<file path="src/core/acr_pkg.sv">
/*
  Constants shared by the converter control block: register offsets, field
  positions, reset values and timing counts.
  Assumes an 8-bit register port clocked by the 20 MHz instruction clock.
*/
package acr_pkg;

  // Register offsets on the register port.
  localparam logic [7:0] ACR_OFS_MODE   = 8'h10;
  localparam logic [7:0] ACR_OFS_CLKFLG = 8'h11;
  localparam logic [7:0] ACR_OFS_RESHI  = 8'h12;
  localparam logic [7:0] ACR_OFS_REFSEL = 8'h13;
  localparam logic [7:0] ACR_OFS_SMPRES = 8'h14;
  localparam logic [7:0] ACR_OFS_PINSEL = 8'h16;

  // Mode register field positions.
  localparam int ACR_MODE_ON    = 7;
  localparam int ACR_MODE_START = 6;
  localparam int ACR_MODE_DONE  = 5;
  localparam int ACR_MODE_GEN   = 4;

  // Clock and flag register field positions.
  localparam int ACR_CF_IRQF = 7;
  localparam int ACR_CF_IRQE = 6;

  // Reference select field position.
  localparam int ACR_REF_EXT = 7;

  // Reset values of the writable fields.
  localparam logic [3:0] ACR_RST_CHAN   = 4'h0;
  localparam logic [1:0] ACR_RST_CKDIV  = 2'h0;
  localparam logic [1:0] ACR_RST_REFLVL = 2'h3;
  localparam logic [1:0] ACR_RST_SMP    = 2'h2;
  localparam logic [1:0] ACR_RST_RES    = 2'h2;
  localparam logic [7:0] ACR_RST_PINSEL = 8'h00;
  localparam logic [2:0] ACR_RST_PBHI   = 3'h0;

  // Channel codes.
  localparam logic [3:0] ACR_CH_PB0    = 4'h5;
  localparam logic [3:0] ACR_CH_QUART  = 4'hB;

  // Clock divider ratios per code.
  localparam logic [4:0] ACR_DIV_16 = 5'h10;
  localparam logic [4:0] ACR_DIV_8  = 5'h08;
  localparam logic [4:0] ACR_DIV_1  = 5'h01;
  localparam logic [4:0] ACR_DIV_2  = 5'h02;

  // Converter clocks per conversion beyond sampling: one per result bit.
  localparam logic [3:0] ACR_BITS_8  = 4'h8;
  localparam logic [3:0] ACR_BITS_10 = 4'hA;
  localparam logic [3:0] ACR_BITS_12 = 4'hC;

endpackage

</file>
<file path="src/core/acr_clkdiv.sv">
/*
  Converter clock enable divider: one-cycle pulse every ratio cycles.
  Assumes a single clock; ratio may change at any time and takes effect without restarting the count.
*/
`timescale 1ns/1ps
`default_nettype none
module acr_clkdiv
  import acr_pkg::*;
(
  // Clock and reset.
  input  wire logic       clk,
  input  wire logic       srst,
  // Control.
  input  wire logic       run,
  input  wire logic [4:0] ratio,
  // Enable pulse.
  output logic            tick
);

  logic [4:0] cnt_reg;
  logic [4:0] cnt_next;
  wire        wrap = (cnt_reg >= ratio - 5'h01);

  // Count up to ratio minus one, then pulse and wrap.
  assign cnt_next = (!run || wrap) ? 5'h00 : cnt_reg + 5'h01;
  assign tick     = run && wrap;

  // Holding the counter at zero when idle gives every conversion the same
  // phase, at the cost of the first converter clock arriving ratio minus one cycles late.
  always_ff @(posedge clk) begin
    if (srst) begin
      cnt_reg <= 5'h00;
    end else begin
      cnt_reg <= cnt_next;
    end
  end

endmodule
`default_nettype wire

</file>
<file path="src/core/acr_ctrl.sv">
/*
  Register front end and sequencer for a successive-approximation converter.
  Holds the control registers, routes the input mux, counts the sampling and
  conversion phases on a divided clock, captures the result and raises the
  completion flag. Assumes the analog core delivers its code on conv_data
  when the sequence ends, and that registers are reached over a one-cycle
  strobe port with read data one cycle later.
*/
`timescale 1ns/1ps
`default_nettype none
module acr_ctrl
  import acr_pkg::*;
(
  // Clock and reset.
  input  wire logic        clk,
  input  wire logic        srst,
  // Register port.
  input  wire logic [7:0]  reg_addr,
  input  wire logic [7:0]  reg_wdata,
  input  wire logic        reg_wr,
  input  wire logic        reg_rd,
  output logic      [7:0]  reg_rdata,
  // Analog core.
  input  wire logic [11:0] conv_data,
  output logic             conv_power,
  output logic             conv_clk_en,
  output logic             conv_sample,
  output logic      [3:0]  conv_bits,
  output logic      [10:0] conv_pad_sel,
  output logic             conv_quarter_sel,
  output logic             conv_ref_ext,
  output logic      [1:0]  conv_ref_level,
  // Pads.
  output logic      [4:0]  porta_analog_only,
  output logic      [5:0]  portb_analog_only,
  // Interrupt.
  output logic             irq
);

  typedef enum logic [1:0] {ACR_IDLE, ACR_SAMPLE, ACR_CONVERT} acr_state_t;

  //////////////////////////////////////////////////////////////////////////////
  // Register storage.

  logic        converter_on_reg;
  logic        input_mux_global_enable_reg;
  logic [3:0]  input_channel_select_reg;
  logic        conv_done_reg;
  logic        conversion_irq_flag_reg;
  logic        conversion_irq_enable_reg;
  logic [1:0]  converter_clock_divider_reg;
  logic [3:0]  result_low_nibble_reg;
  logic [7:0]  result_high_byte_reg;
  logic        external_reference_select_reg;
  logic [1:0]  internal_reference_level_reg;
  logic [2:0]  portb_hi_analog_reg;
  logic [1:0]  sample_pulse_width_reg;
  logic [1:0]  resolution_select_reg;
  logic [7:0]  analog_pin_select_reg;
  logic [7:0]  rdata_reg;
  acr_state_t  state_reg;
  acr_state_t  state_next;
  logic [3:0]  phase_cnt_reg;
  logic [3:0]  phase_cnt_next;

  //////////////////////////////////////////////////////////////////////////////
  // Address decode.

  wire wr_mode   = reg_wr && (reg_addr == ACR_OFS_MODE);
  wire wr_clkflg = reg_wr && (reg_addr == ACR_OFS_CLKFLG);
  wire wr_refsel = reg_wr && (reg_addr == ACR_OFS_REFSEL);
  wire wr_smpres = reg_wr && (reg_addr == ACR_OFS_SMPRES);
  wire wr_pinsel = reg_wr && (reg_addr == ACR_OFS_PINSEL);
  wire start_req = wr_mode && reg_wdata[ACR_MODE_START]
                   && converter_on_reg;

  //////////////////////////////////////////////////////////////////////////////
  // Converter clock divider and phase lengths.

  logic [4:0] div_ratio;
  logic       conv_tick;
  logic [3:0] sample_len;

  // Divider ratio per clock code.
  assign div_ratio = (converter_clock_divider_reg == 2'h0) ? ACR_DIV_16 :
                     (converter_clock_divider_reg == 2'h1) ? ACR_DIV_8  :
                     (converter_clock_divider_reg == 2'h2) ? ACR_DIV_1  :
                                                             ACR_DIV_2;

  // Sampling length doubles per code step: 1, 2, 4, 8 converter clocks.
  assign sample_len = 4'h1 << sample_pulse_width_reg;

  // Bits resolved per conversion; the upper resolution bit alone means 12.
  assign conv_bits = resolution_select_reg[1]    ? ACR_BITS_12 :
                     resolution_select_reg[0]    ? ACR_BITS_10 :
                                                   ACR_BITS_8;

  acr_clkdiv u_div (
    .clk   (clk),
    .srst  (srst),
    .run   (state_reg != ACR_IDLE),
    .ratio (div_ratio),
    .tick  (conv_tick)
  );

  //////////////////////////////////////////////////////////////////////////////
  // Conversion sequencer.

  wire phase_end = conv_tick && (phase_cnt_reg == 4'h1);
  wire conv_end  = (state_reg == ACR_CONVERT) && phase_end;

  // Sample, then one converter clock per bit; turning the converter off
  // abandons a conversion, so done stays low until a later conversion completes.
  always_comb begin
    state_next     = state_reg;
    phase_cnt_next = phase_cnt_reg;
    case (state_reg)
      ACR_IDLE: begin
        if (start_req) begin
          state_next     = ACR_SAMPLE;
          phase_cnt_next = sample_len;
        end
      end
      ACR_SAMPLE: begin
        if (phase_end) begin
          state_next     = ACR_CONVERT;
          phase_cnt_next = conv_bits;
        end else if (conv_tick) begin
          phase_cnt_next = phase_cnt_reg - 4'h1;
        end
      end
      ACR_CONVERT: begin
        if (phase_end) begin
          state_next = ACR_IDLE;
        end else if (conv_tick) begin
          phase_cnt_next = phase_cnt_reg - 4'h1;
        end
      end
      default: begin
        state_next = ACR_IDLE;
      end
    endcase
    if (!converter_on_reg) begin
      state_next = ACR_IDLE;
    end
  end

  always_ff @(posedge clk) begin
    if (srst) begin
      state_reg     <= ACR_IDLE;
      phase_cnt_reg <= 4'h0;
    end else begin
      state_reg     <= state_next;
      phase_cnt_reg <= phase_cnt_next;
    end
  end

  //////////////////////////////////////////////////////////////////////////////
  // Result capture, done bit and interrupt flag.

  // Result and done land on the same edge, so software never sees done
  // with stale data.
  always_ff @(posedge clk) begin
    if (srst) begin
      result_high_byte_reg  <= 8'h00;
      result_low_nibble_reg <= 4'h0;
      conv_done_reg         <= 1'b1;
    end else begin
      if (conv_end) begin
        result_high_byte_reg  <= conv_data[11:4];
        result_low_nibble_reg <= conv_data[3:0];
      end
      if (start_req) begin
        conv_done_reg <= 1'b0;
      end else if (conv_end) begin
        conv_done_reg <= 1'b1;
      end
    end
  end

  // Set wins over a software clear in the same cycle.
  wire flag_clr = wr_clkflg && !reg_wdata[ACR_CF_IRQF];
  always_ff @(posedge clk) begin
    if (srst) begin
      conversion_irq_flag_reg <= 1'b0;
    end else if (conv_end) begin
      conversion_irq_flag_reg <= 1'b1;
    end else if (flag_clr) begin
      conversion_irq_flag_reg <= 1'b0;
    end
  end

  assign irq = conversion_irq_flag_reg && conversion_irq_enable_reg;

  //////////////////////////////////////////////////////////////////////////////
  // Writable control registers.

  always_ff @(posedge clk) begin
    if (srst) begin
      converter_on_reg            <= 1'b0;
      input_mux_global_enable_reg <= 1'b0;
      input_channel_select_reg    <= ACR_RST_CHAN;
    end else if (wr_mode) begin
      converter_on_reg            <= reg_wdata[ACR_MODE_ON];
      input_mux_global_enable_reg <= reg_wdata[ACR_MODE_GEN];
      input_channel_select_reg    <= reg_wdata[3:0];
    end
  end

  always_ff @(posedge clk) begin
    if (srst) begin
      conversion_irq_enable_reg   <= 1'b0;
      converter_clock_divider_reg <= ACR_RST_CKDIV;
    end else if (wr_clkflg) begin
      conversion_irq_enable_reg   <= reg_wdata[ACR_CF_IRQE];
      converter_clock_divider_reg <= reg_wdata[5:4];
    end
  end

  always_ff @(posedge clk) begin
    if (srst) begin
      external_reference_select_reg <= 1'b0;
      internal_reference_level_reg  <= ACR_RST_REFLVL;
    end else if (wr_refsel) begin
      external_reference_select_reg <= reg_wdata[ACR_REF_EXT];
      internal_reference_level_reg  <= reg_wdata[1:0];
    end
  end

  always_ff @(posedge clk) begin
    if (srst) begin
      portb_hi_analog_reg    <= ACR_RST_PBHI;
      sample_pulse_width_reg <= ACR_RST_SMP;
      resolution_select_reg  <= ACR_RST_RES;
    end else if (wr_smpres) begin
      portb_hi_analog_reg    <= reg_wdata[6:4];
      sample_pulse_width_reg <= reg_wdata[3:2];
      resolution_select_reg  <= reg_wdata[1:0];
    end
  end

  always_ff @(posedge clk) begin
    if (srst) begin
      analog_pin_select_reg <= ACR_RST_PINSEL;
    end else if (wr_pinsel) begin
      analog_pin_select_reg <= reg_wdata;
    end
  end

  //////////////////////////////////////////////////////////////////////////////
  // Read mux; unmapped addresses read zero.

  logic [7:0] rd_mux;
  assign rd_mux =
    (reg_addr == ACR_OFS_MODE)   ? {converter_on_reg, 1'b0, conv_done_reg,
                                    input_mux_global_enable_reg,
                                    input_channel_select_reg} :
    (reg_addr == ACR_OFS_CLKFLG) ? {conversion_irq_flag_reg,
                                    conversion_irq_enable_reg,
                                    converter_clock_divider_reg,
                                    result_low_nibble_reg} :
    (reg_addr == ACR_OFS_RESHI)  ? result_high_byte_reg :
    (reg_addr == ACR_OFS_REFSEL) ? {external_reference_select_reg, 5'h00,
                                    internal_reference_level_reg} :
    (reg_addr == ACR_OFS_SMPRES) ? {1'b0, portb_hi_analog_reg,
                                    sample_pulse_width_reg,
                                    resolution_select_reg} :
    (reg_addr == ACR_OFS_PINSEL) ? analog_pin_select_reg : 8'h00;

  always_ff @(posedge clk) begin
    if (srst) begin
      rdata_reg <= 8'h00;
    end else if (reg_rd) begin
      rdata_reg <= rd_mux;
    end
  end
  assign reg_rdata = rdata_reg;

  //////////////////////////////////////////////////////////////////////////////
  // Analog controls.

  wire [15:0] chan_onehot = 16'h0001 << input_channel_select_reg;
  wire        mux_live    = input_mux_global_enable_reg && converter_on_reg;

  // Pad selects are one-hot; a code above the quarter-supply tap connects
  // nothing, which is safer than aliasing onto a pad.
  assign conv_pad_sel     = mux_live ? chan_onehot[10:0] : 11'h000;
  assign conv_quarter_sel = mux_live
                            && (input_channel_select_reg == ACR_CH_QUART);
  assign conv_power       = converter_on_reg;
  assign conv_clk_en      = conv_tick;
  assign conv_sample      = (state_reg == ACR_SAMPLE);
  assign conv_ref_ext     = external_reference_select_reg;
  assign conv_ref_level   = internal_reference_level_reg;
  assign porta_analog_only = analog_pin_select_reg[4:0];
  assign portb_analog_only = {portb_hi_analog_reg,
                              analog_pin_select_reg[7:5]};

endmodule
`default_nettype wire

</file>
<file path="config.mk">
export PLATFORM = sky130hd
export DESIGN_NAME = acr_ctrl
export DESIGN_NICKNAME = d
export VERILOG_FILES = /design/src/core/acr_pkg.sv /design/src/core/acr_clkdiv.sv /design/src/core/acr_ctrl.sv
export SDC_FILE = /design/constraint.sdc
export NUM_CORES = 1
export LEC_CHECK = 0
export BUFFER_PORTS_ARGS = -buffer_cell sky130_fd_sc_hd__buf_2
export CAP_MARGIN = 5
export CORE_ASPECT_RATIO = 0.5
export CORE_UTILIZATION = 49
export DETAILED_ROUTE_END_ITERATION = 16
export HOLD_SLACK_MARGIN = 0.15
export PLACE_DENSITY_LB_ADDON = 0.05
export SLEW_MARGIN = 10
export SYNTH_ARGS = -nofsm -noshare
export SYNTH_HDL_FRONTEND = slang
export SYNTH_SLANG_ARGS = --single-unit
</file>
<file path="constraint.sdc">
create_clock -name clk -period 3.46 [get_ports clk]
set_clock_uncertainty 0.15 [all_clocks]
set_input_delay 0.519 -clock clk [delete_from_list [all_inputs] [get_ports clk]]
set_output_delay 0.519 -clock clk [all_outputs]
set_load 0.005 [all_outputs]
</file>
# After elaboration in Yosys (flattened, before gate mapping)
# Index checks and enable logic that the tools add are counted.
# totals
reg_bits	60
inputBits	32
output_inout_bits	42
wordCells	94
# classes
n_addsub	3
n_lt_le_gt_ge	1
eq_ne	16
n_shift	2
n_mux	25
bitwise	1
reduce_logical	27
# ops
op	n
equality test 8 x 5 -> 1 bit, second input constant	6
two-way mux 8 bit	6
two-way mux 4 bit	5
logical AND 1 bit	14
case mux 4 bit (3 select lines)	1
two-way mux 11 bit	1
left shift 1 x 4 -> 11 bit, first input constant	1
two-way mux 2 bit	5
!= test 2 bit, second input constant	3
case mux 2 bit (3 select lines)	1
AND reduction 3 bit	2
nonzero test 2 bit	3
adder 5 x 1 -> 5 bit, second input constant	1
greater-or-equal comparator 5 bit	1
two-way mux 5 bit	1
subtractor 5 x 1 -> 5 bit, second input constant	1
equality test 2 x 1 -> 1 bit, second input constant	2
equality test 2 bit, second input constant	2
equality test 4 x 1 -> 1 bit, second input constant	1
equality test 4 bit, second input constant	1
zero test 2 bit	2
two-way mux 1 bit	4
OR reduction 2 bit	2
left shift 1 x 2 -> 4 bit, first input constant	1
7 further kinds	8

# Longest topological paths before layout
# Gate-level depths: netlist (run 1).
# depth
depth_word	11
mapped_depth	12
ltp_nobuf	11

# Hierarchy
# A second synthesis (run 1) with hierarchy kept.
# hier_totals
cells_unflattened	402
area_unflattened_um2	3313.2
# modules_own_cells
mod	instances	cells_each	area_each_um2	seq_area_each_um2
acr_ctrl	1	363	2934.1	1101.1
acr_clkdiv	1	39	379.1	100.1

# Worst setup path after synthesis (run 1)
# No wires, ideal clock.
# synth_timing
path_kind	register to output
startpoint	register converter_clock_divider_reg[0]
endpoint	output conv_clk_en
arrival_time_ns	2.040
required_time_ns	2.791
setup_slack_ns	0.751
stages_incl_launch_ff	9
path_buffers	1
cell_sequence	dfxtp_1 > nand2b_1 > ha_1 > ha_1 > nand2_1 > o21ai_0 > a41oi_2 > inv_2 > buf_1
# synth_between
elab_chain_cells	7
word_cells_on_any_way	9
cone_classes	1 x add/sub; 1 x order compare; 2 x eq/ne; 3 x mux; 2 x reduce/logical
# synth_rtl
item	line	text
start: declaration	acr_ctrl.sv:51	logic [1:0] converter_clock_divider_reg;
start signal: assignment	acr_ctrl.sv:216	converter_clock_divider_reg <= reg_wdata[5:4];
equality test 2 bit	acr_ctrl.sv:87	(converter_clock_divider_reg == 2'h2) ? ACR_DIV_1 :
two-way mux 2 bit	acr_ctrl.sv:87	
two-way mux 4 bit	acr_ctrl.sv:86	(converter_clock_divider_reg == 2'h1) ? ACR_DIV_8 :
two-way mux 5 bit (*)	acr_ctrl.sv:85	assign div_ratio = (converter_clock_divider_reg == 2'h0) ? ACR_DIV_16 :
subtractor 5 x 1 -> 5 bit (*)	acr_clkdiv.sv:22	wire wrap = (cnt_reg >= ratio - 5'h01);
greater-or-equal comparator 5 bit (*)	acr_clkdiv.sv:22	
logical AND 1 bit (*)	acr_clkdiv.sv:26	assign tick = run && wrap;
end: declaration	acr_ctrl.sv:26	output logic conv_clk_en,
# Mark *: on every way between the ends. The rest lies on a longest branch, timed or not.

# Final worst setup path (run 1)
# Ends and elaborated chain as after synthesis.

==> impl_metrics.ini, run 1 <==
[sta]
maxSlewViolCount = 0
setup-violations-final = 0
post-route-min-period_ns = 3.286
setup_tns_ns = 0
layout_worst_path_cycle_share = 0.9498
hold_viol_final = 0
tightest_slew_ns = 0.5578
rsz0062_at_grt = false
finalHoldWorstSlack_ns = 0.2965
fmaxAchievable_ghz = 0.3043
max_slew_margin = 0.6274

[yosys]
ys_warn_count = 0
synth.largest_area_cell = sky130_fd_sc_hd__dfxtp_1
per_instance_average_area_after_synthesis_um2 = 8.128
yosys-top-cells-count = 60 x sky130_fd_sc_hd__dfxtp_1, 49 x sky130_fd_sc_hd__nor2_1, 44 x sky130_fd_sc_hd__nand2_1
syn_std_cell_area_um2 = 3211
yosysMostFrequentCell = sky130_fd_sc_hd__dfxtp_1
synth_cell_type_count = 54
synth_top_cell_area_share = 0.3741
ys_seq_area_frac = 0.3741
async_flop_share = 0
netlist_top_cells_area = sky130_fd_sc_hd__dfxtp_1 37%, sky130_fd_sc_hd__mux2i_1 6.5%, sky130_fd_sc_hd__nor2_1 5.7%, sky130_fd_sc_hd__a21oi_1 5.6%, sky130_fd_sc_hd__nand2_1 5.1%
synth-seq-cells = 60
gate_count_of_the_mapped_netlist = 395
synth-edff-count = 0
synth_ff_type = sky130_fd_sc_hd__dfxtp_1

[place]
hpwl_um = 6323
routability_congestion = 0.8800
port-buffer-count = 71

[worst_setup_path]
critPathTopFamily = compound AO/OA/AOI/OAI gates
crit_path_top_delay_cell = sky130_fd_sc_hd__inv_2
crit_reg_reg_endpoint = result_high_byte_reg[0]
cpPeakStageDelay_ns = 0.36
setup.worst_path.start_class = flip-flop
rr_startpoint = converter_clock_divider_reg[0]
critPathMaxFanout = 18
r2r.worst_path.cells = 10
setup.reg_to_reg.worst_slack_ns = 0.49
worstPathBufferInverterCount = 2
timing.critical_path.mode_cell = sky130_fd_sc_hd__ha_1
criticalPathCategory = flip-flop to output port
endpoint_kind = output port
worst_ep_required_time_ns = 2.79
arrival_ns = 2.62
path_cells = nand2b_1, ha_1, ha_1, nand2_1, o21ai_0, a41oi_2, inv_2, buf_2

[global_route]
grt_first_pass_wirelength_um = 13860
grt_antenna_before_repair = 0
gr-usage-all-layers = 0.2723
grt_max_degree = 30
grt-ovfl-total = 0
grt_pass1_vias = 2858

[cts]
ctsResizeCount = 0
worst_setup_hold_path_clk_slew_ns = 0.05
cts_tree = yes
worstSkewPairLatency_ns = 0.33
htreeDepth = 3
cts_num_sinks = 60
bufs_on_longest_clock_path = 2
cts_buffers = 9
clock_tree.root_cell = sky130_fd_sc_hd__clkbuf_16
post_cts_hold_buffer_count = 0

[die]
die_y_um = 59.24
dieWidth_um = 116.5
core_um2 = 6206
initial_utilization = 0.5173
num_rows = 20
num_io_pins = 74
design.die.area_um2 = 6899

[pwr]
power.switching_mw = 0.3405
worst_ir_drop_vdd_mv = 0.2880
power.share.switching = 0.2186
power-per-cell-area_nw_per_um2 = 401.9
seq_power_share = 0.449
combinationalPowerShare = 0.052
cellInternalPower_mw = 1.217
leakage_nw = 1.505
clockPowerShare = 0.498

[detailed_routing]
detailroute.via_count = 3081
count_of_routing_violations_after_the_opening_detailed_route_iteration = 225
detail_route.wirelength_um = 8422
detail_route.wl_per_cell_um = 15.23
first_drt_pass_iteration_count = 4
detail_route.drc_violations = 0
postRouteAntennaNets = 0
avgViaCountPerCell = 5.571

[layout]
fin_nets = 506
share_of_layout_cells_above_drive_strength_1 = 0.2430
nFillCells = 545
area_delta_synth_final_pct = 20.69
antennaDiodeCount = 0

[hold_path]
worst_hold_path.num_cells = 3
timing.hold.worst.start = conv_data[8]
hold-path-endpoint = result_high_byte_reg[4]
class_of_the_tightest_hold_or_removal_check = input port to flip-flop

[run_status]
run_status = finished clean

[job]
cap_violations = 0
-- cell families after synthesis --
family / share of synthesized area
xor+xnor: 0.008185
compound gates: 0.1715
fa+ha+maj: 0.04676
simple gates: 0.2572
buf+inv: 0.04989
other cells: 0.002339
flops: 0.3741
mux: 0.09002
-- worst max-delay path by stage --
stage                              startpoint                      end  cells after the start
6_report       converter_clock_divider_reg[0]              conv_clk_en                      8
5_1_grt        converter_clock_divider_reg[0]              conv_clk_en                      9
4_1_cts        converter_clock_divider_reg[0]              conv_clk_en                      8
3_5_place_dp   converter_clock_divider_reg[0]  result_high_byte_reg[0]                     10
3_3_place_gp   converter_clock_divider_reg[0]              conv_clk_en                      8
2_1_floorplan  converter_clock_divider_reg[0]              conv_clk_en                      8
-- area by class of cell --
type / count / area (um^2) / share of cell area
Multi-Input combinational cell: 300 / 1853 / 0.4782
Clock inverter: 3 / 15.01 / 0.003875
Tap cell: 88 / 110.1 / 0.02841
Sequential cell: 60 / 1201 / 0.3100
Inverter: 14 / 52.55 / 0.01356
Timing Repair Buffer: 77 / 400.4 / 0.1033
Clock buffer: 11 / 242.7 / 0.06264
-- metal layers --
layer,GRT usage,wire length [um]
met4,0.1099,155
met5,0,0
met2,0.4100,3629
met3,0.07362,520
met1,0.3715,4116
-- worst min-delay path, stage by stage --
cell and delay (ns):
sky130_fd_sc_hd__buf_2 0.09, sky130_fd_sc_hd__nand3_1 0.06, sky130_fd_sc_hd__a21oi_1 0.05
-- cells in the final DEF (no fill, tap or decap), types with 2 or more instances in the layout --
master	Yosys	layout
sky130_fd_sc_hd__nor3_1	10	10
sky130_fd_sc_hd__o21ai_0	13	13
sky130_fd_sc_hd__nand2b_1	6	6
sky130_fd_sc_hd__nand4b_1	2	2
sky130_fd_sc_hd__ha_1	12	12
sky130_fd_sc_hd__a221oi_1	2	2
sky130_fd_sc_hd__a31oi_1	3	3
sky130_fd_sc_hd__buf_4	4	6
sky130_fd_sc_hd__xor2_1	2	2
sky130_fd_sc_hd__nand2_1	44	44
sky130_fd_sc_hd__mux2i_1	21	21
sky130_fd_sc_hd__conb_1	2	3
sky130_fd_sc_hd__a21oi_1	36	36
sky130_fd_sc_hd__a211oi_1	9	9
sky130_fd_sc_hd__nand3_1	26	26
sky130_fd_sc_hd__mux2_2	7	7
sky130_fd_sc_hd__nor2_4	3	3
sky130_fd_sc_hd__o2bb2ai_1	2	2
sky130_fd_sc_hd__clkbuf_16	0	9
sky130_fd_sc_hd__buf_2	2	71
sky130_fd_sc_hd__or2_2	3	3
sky130_fd_sc_hd__clkinv_2	0	3
sky130_fd_sc_hd__inv_1	13	13
sky130_fd_sc_hd__o21ai_1	7	7
sky130_fd_sc_hd__a22oi_1	4	4
sky130_fd_sc_hd__nor2b_1	10	10
sky130_fd_sc_hd__nor2_1	49	49
sky130_fd_sc_hd__dfxtp_1	60	60
sky130_fd_sc_hd__o211ai_1	3	3
-- through the flow --
| step | setup WS [ns] | util | total power [mW] | cells | cell area (um^2) |
|---|---|---|---|---|---|
| floorplan | 0.7505 | - | 0.7562 | 396 | 3214 |
| global placement | 0.6171 | 0.5829 | 0.7924 | 539 | 3617 |
| detailed placement | 0.5596 | 0.5829 | 0.7940 | 539 | 3617 |
| CTS | 0.1881 | 0.6244 | 1.576 | 553 | 3875 |
| global route | 0.01450 | 0.6244 | 1.614 | 553 | 3875 |
| finish | 0.1738 | 0.6244 | 1.557 | 553 | 3875 |
-- power by group through the flow --
stage          clock [mW]  combinational [mW]  sequential, mW
6_report            0.776              0.0817           0.699
5_1_grt             0.825              0.0901           0.699
4_1_cts             0.796              0.0811           0.699
3_5_place_dp            0              0.0811           0.713
3_3_place_gp            0              0.0796           0.713
2_1_floorplan           0              0.0432           0.713
-- repair_timing --
| item | CTS | global route |
|---|---|---|
| hold endpoints to repair | 0 | 0 |
| setup endpoints to repair | 0 | 1 |
| buffers inserted | 0 | 0 |
(Power assumes the default switching activity.)
==> run 2: changes to the inputs <==
--- a/config.mk
+++ b/config.mk
@@ -8,6 +8,7 @@
 export BUFFER_PORTS_ARGS = -buffer_cell sky130_fd_sc_hd__buf_2
 export CAP_MARGIN = 5
 export CORE_ASPECT_RATIO = 0.5
+export CORE_MARGIN = 10
 export CORE_UTILIZATION = 49
 export DETAILED_ROUTE_END_ITERATION = 16
 export HOLD_SLACK_MARGIN = 0.15
==> constraint.sdc (replaced) <==
create_clock -name clk -period 3.46 [get_ports clk]
set_clock_uncertainty 0.15 [all_clocks]
set_input_delay 0.519 -clock clk [delete_from_list [all_inputs] [get_ports clk]]
set_output_delay 0.519 -clock clk [all_outputs]
set_load 0.01 [all_outputs]
==> run 2 against run 1 <==
Wire length rose by 8.2%. Count of clock-buffer cells in the layout rose by 2. Cell count rose by 0.36%. Register-to-register slack improved by 0.28 ns. Combinational power rose by 2%. Die area rose by 51%.
==> impl_metrics.ini, run 2 (same netlist as run 1, synthesis figures left out) <==
[worst_setup_path]
setup.reg_to_reg.worst_slack_ns = 0.77
setup.worst_path.start_class = flip-flop
worst_ep_required_time_ns = 2.79
rr_startpoint = converter_clock_divider_reg[0]
critical_path.endpoint = conv_clk_en
r2r.worst_path.cells = 11
criticalPathCategory = flip-flop to output port
endpoint_kind = output port
timing.critical_path.from = converter_clock_divider_reg[0]
critPathMaxFanout = 18
arrival_ns = 2.36
crit_reg_reg_endpoint = result_high_byte_reg[0]

[layout]
nFillCells = 579
finish.utilization = 0.6278
leading_cell_types_in_the_layout_fill_and_taps_excluded = 71 x sky130_fd_sc_hd__buf_2, 60 x sky130_fd_sc_hd__dfxtp_1, 49 x sky130_fd_sc_hd__nor2_1, 44 x sky130_fd_sc_hd__nand2_1, 36 x sky130_fd_sc_hd__a21oi_1
share_of_layout_cells_above_drive_strength_1 = 0.2441
antennaDiodeCount = 0
fin_nets = 507
layout.cells.most_common = sky130_fd_sc_hd__buf_2
area_delta_synth_final_pct = 21.36

[sta]
setup_tns_ns = 0
hold_viol_final = 0
max_slew_margin = 0.6397
tightest_slew_ns = 0.5393
minimum_setup_slack_in_the_final_design_ns = 0.4333
layout_worst_path_cycle_share = 0.8748
rsz0062_at_grt = false
maxSlewViolCount = 0
setup-violations-final = 0
post-route-min-period_ns = 3.027
fmaxAchievable_ghz = 0.3304

[global_route]
grt_antenna_before_repair = 0
grt-ovfl-total = 0
grt_first_pass_wirelength_um = 14430
grt_max_degree = 36
grt_pass1_vias = 2858
gr-usage-all-layers = 0.1733

[pwr]
worst_ir_drop_vdd_mv = 0.3150
leakage_nw = 1.513
power-per-cell-area_nw_per_um2 = 408.4
power_mw = 1.591

[cts]
post_cts_hold_buffer_count = 0
cts_buffers = 9
htreeDepth = 3
cts_num_sinks = 60
cts_tree = yes
clock_tree.root_cell = sky130_fd_sc_hd__clkbuf_16
worst_setup_hold_path_clk_slew_ns = 0.05
worstSkewPairLatency_ns = 0.33
bufs_on_longest_clock_path = 2

[die]
num_rows = 20
num_io_pins = 74
die_y_um = 77.24
dieWidth_um = 134.5
core_um2 = 6206
initial_utilization = 0.5173
design.die.area_um2 = 10390

[detailed_routing]
detail_route.wl_per_cell_um = 16.42
avgViaCountPerCell = 5.559
count_of_routing_violations_after_the_opening_detailed_route_iteration = 265
detail_route.wirelength_um = 9111
detailroute.via_count = 3085
detail_route.drc_violations = 0
postRouteAntennaNets = 0
first_drt_pass_iteration_count = 5

[run_status]
run_status = finished clean

[place]
port-buffer-count = 71
place_ws_ns = 0.5188
routability_congestion = 0.9190
hpwl_um = 6776

[hold_path]
class_of_the_tightest_hold_or_removal_check = input port to flip-flop

[job]
cap_violations = 0
==> run 2: cell types whose count changed in the layout (fill, tap and decap cells not counted) <==
cell and delta:
sky130_fd_sc_hd__clkbuf_8 +1, sky130_fd_sc_hd__clkbuf_1 +1, sky130_fd_sc_hd__inv_2 -1, sky130_fd_sc_hd__buf_4 +1
==> run 2: per-layer routing <==
layer,part of all wire,GRT usage
met1,0.46,0.2109
met2,0.45,0.2689
met3,0.082,0.07672
met4,0.0086,0.05184
met5,0,0
==> run 2: worst min-delay path by stage <==
| stage | startpoint | to | slack, ns | cells past startpoint |
|---|---|---|---|---|
| after floorplan | u_div.cnt_reg[0] | u_div.cnt_reg[0] | 0.28 | 1 |
| after global placement | u_div.cnt_reg[0] | u_div.cnt_reg[0] | 0.29 | 1 |
| after detailed placement | u_div.cnt_reg[0] | u_div.cnt_reg[0] | 0.30 | 1 |
| after CTS | conv_data[2] | result_low_nibble_reg[2] | 0.28 | 3 |
| after global routing | conv_data[10] | result_high_byte_reg[6] | 0.29 | 3 |
| final | conv_data[2] | result_low_nibble_reg[2] | 0.29 | 3 |
==> run 2: report_power, final <==
part | switching, mW | total (mW) | internal [mW]
clock | 0.293 | 0.809 | 0.516
combinational | 0.0531 | 0.0831 | 0.0300
sequential | 0.00236 | 0.699 | 0.697
==> run 2: worst max-delay path: stages, from the launching register on <==
cell and delay [ns]:
sky130_fd_sc_hd__dfxtp_1 0.39, sky130_fd_sc_hd__nand2b_1 0.15, sky130_fd_sc_hd__ha_1 0.14, sky130_fd_sc_hd__inv_1 0.04, sky130_fd_sc_hd__ha_1 0.28, sky130_fd_sc_hd__a21oi_1 0.13
sky130_fd_sc_hd__o21ai_0 0.13, sky130_fd_sc_hd__a41oi_2 0.23, sky130_fd_sc_hd__clkinv_2 0.29, sky130_fd_sc_hd__buf_2 0.24
==> run 2: layout make-up <==
type	count	area (um^2)	share of cell area
repair buffers	78	407.9	0.1047
clock inverters	2	10.01	0.002569
multi-input cells	300	1853	0.4756
flip-flops and latches	60	1201	0.3083
clock buffers	13	260.3	0.06680
inverters	14	53.80	0.01381
well taps	88	110.1	0.02826
==> run 2: what timing repair did <==
| item | CTS | global route |
|---|---|---|
| endpoints found under the hold margin | 0 | 0 |
| buffers inserted | 0 | 1 |
| setup endpoints to repair | 0 | 1 |
| resized for setup | 0 | 1 |
==> run 2: metrics by stage <==
step,instance area [um^2],hold slack (ns),cells
after detailed placement,3617,0.3037,539
after global routing,3896,0.2935,555
after global placement,3617,0.2948,539
after floorplan,3214,0.2797,396
final,3896,0.2939,555
after CTS,3887,0.2800,554
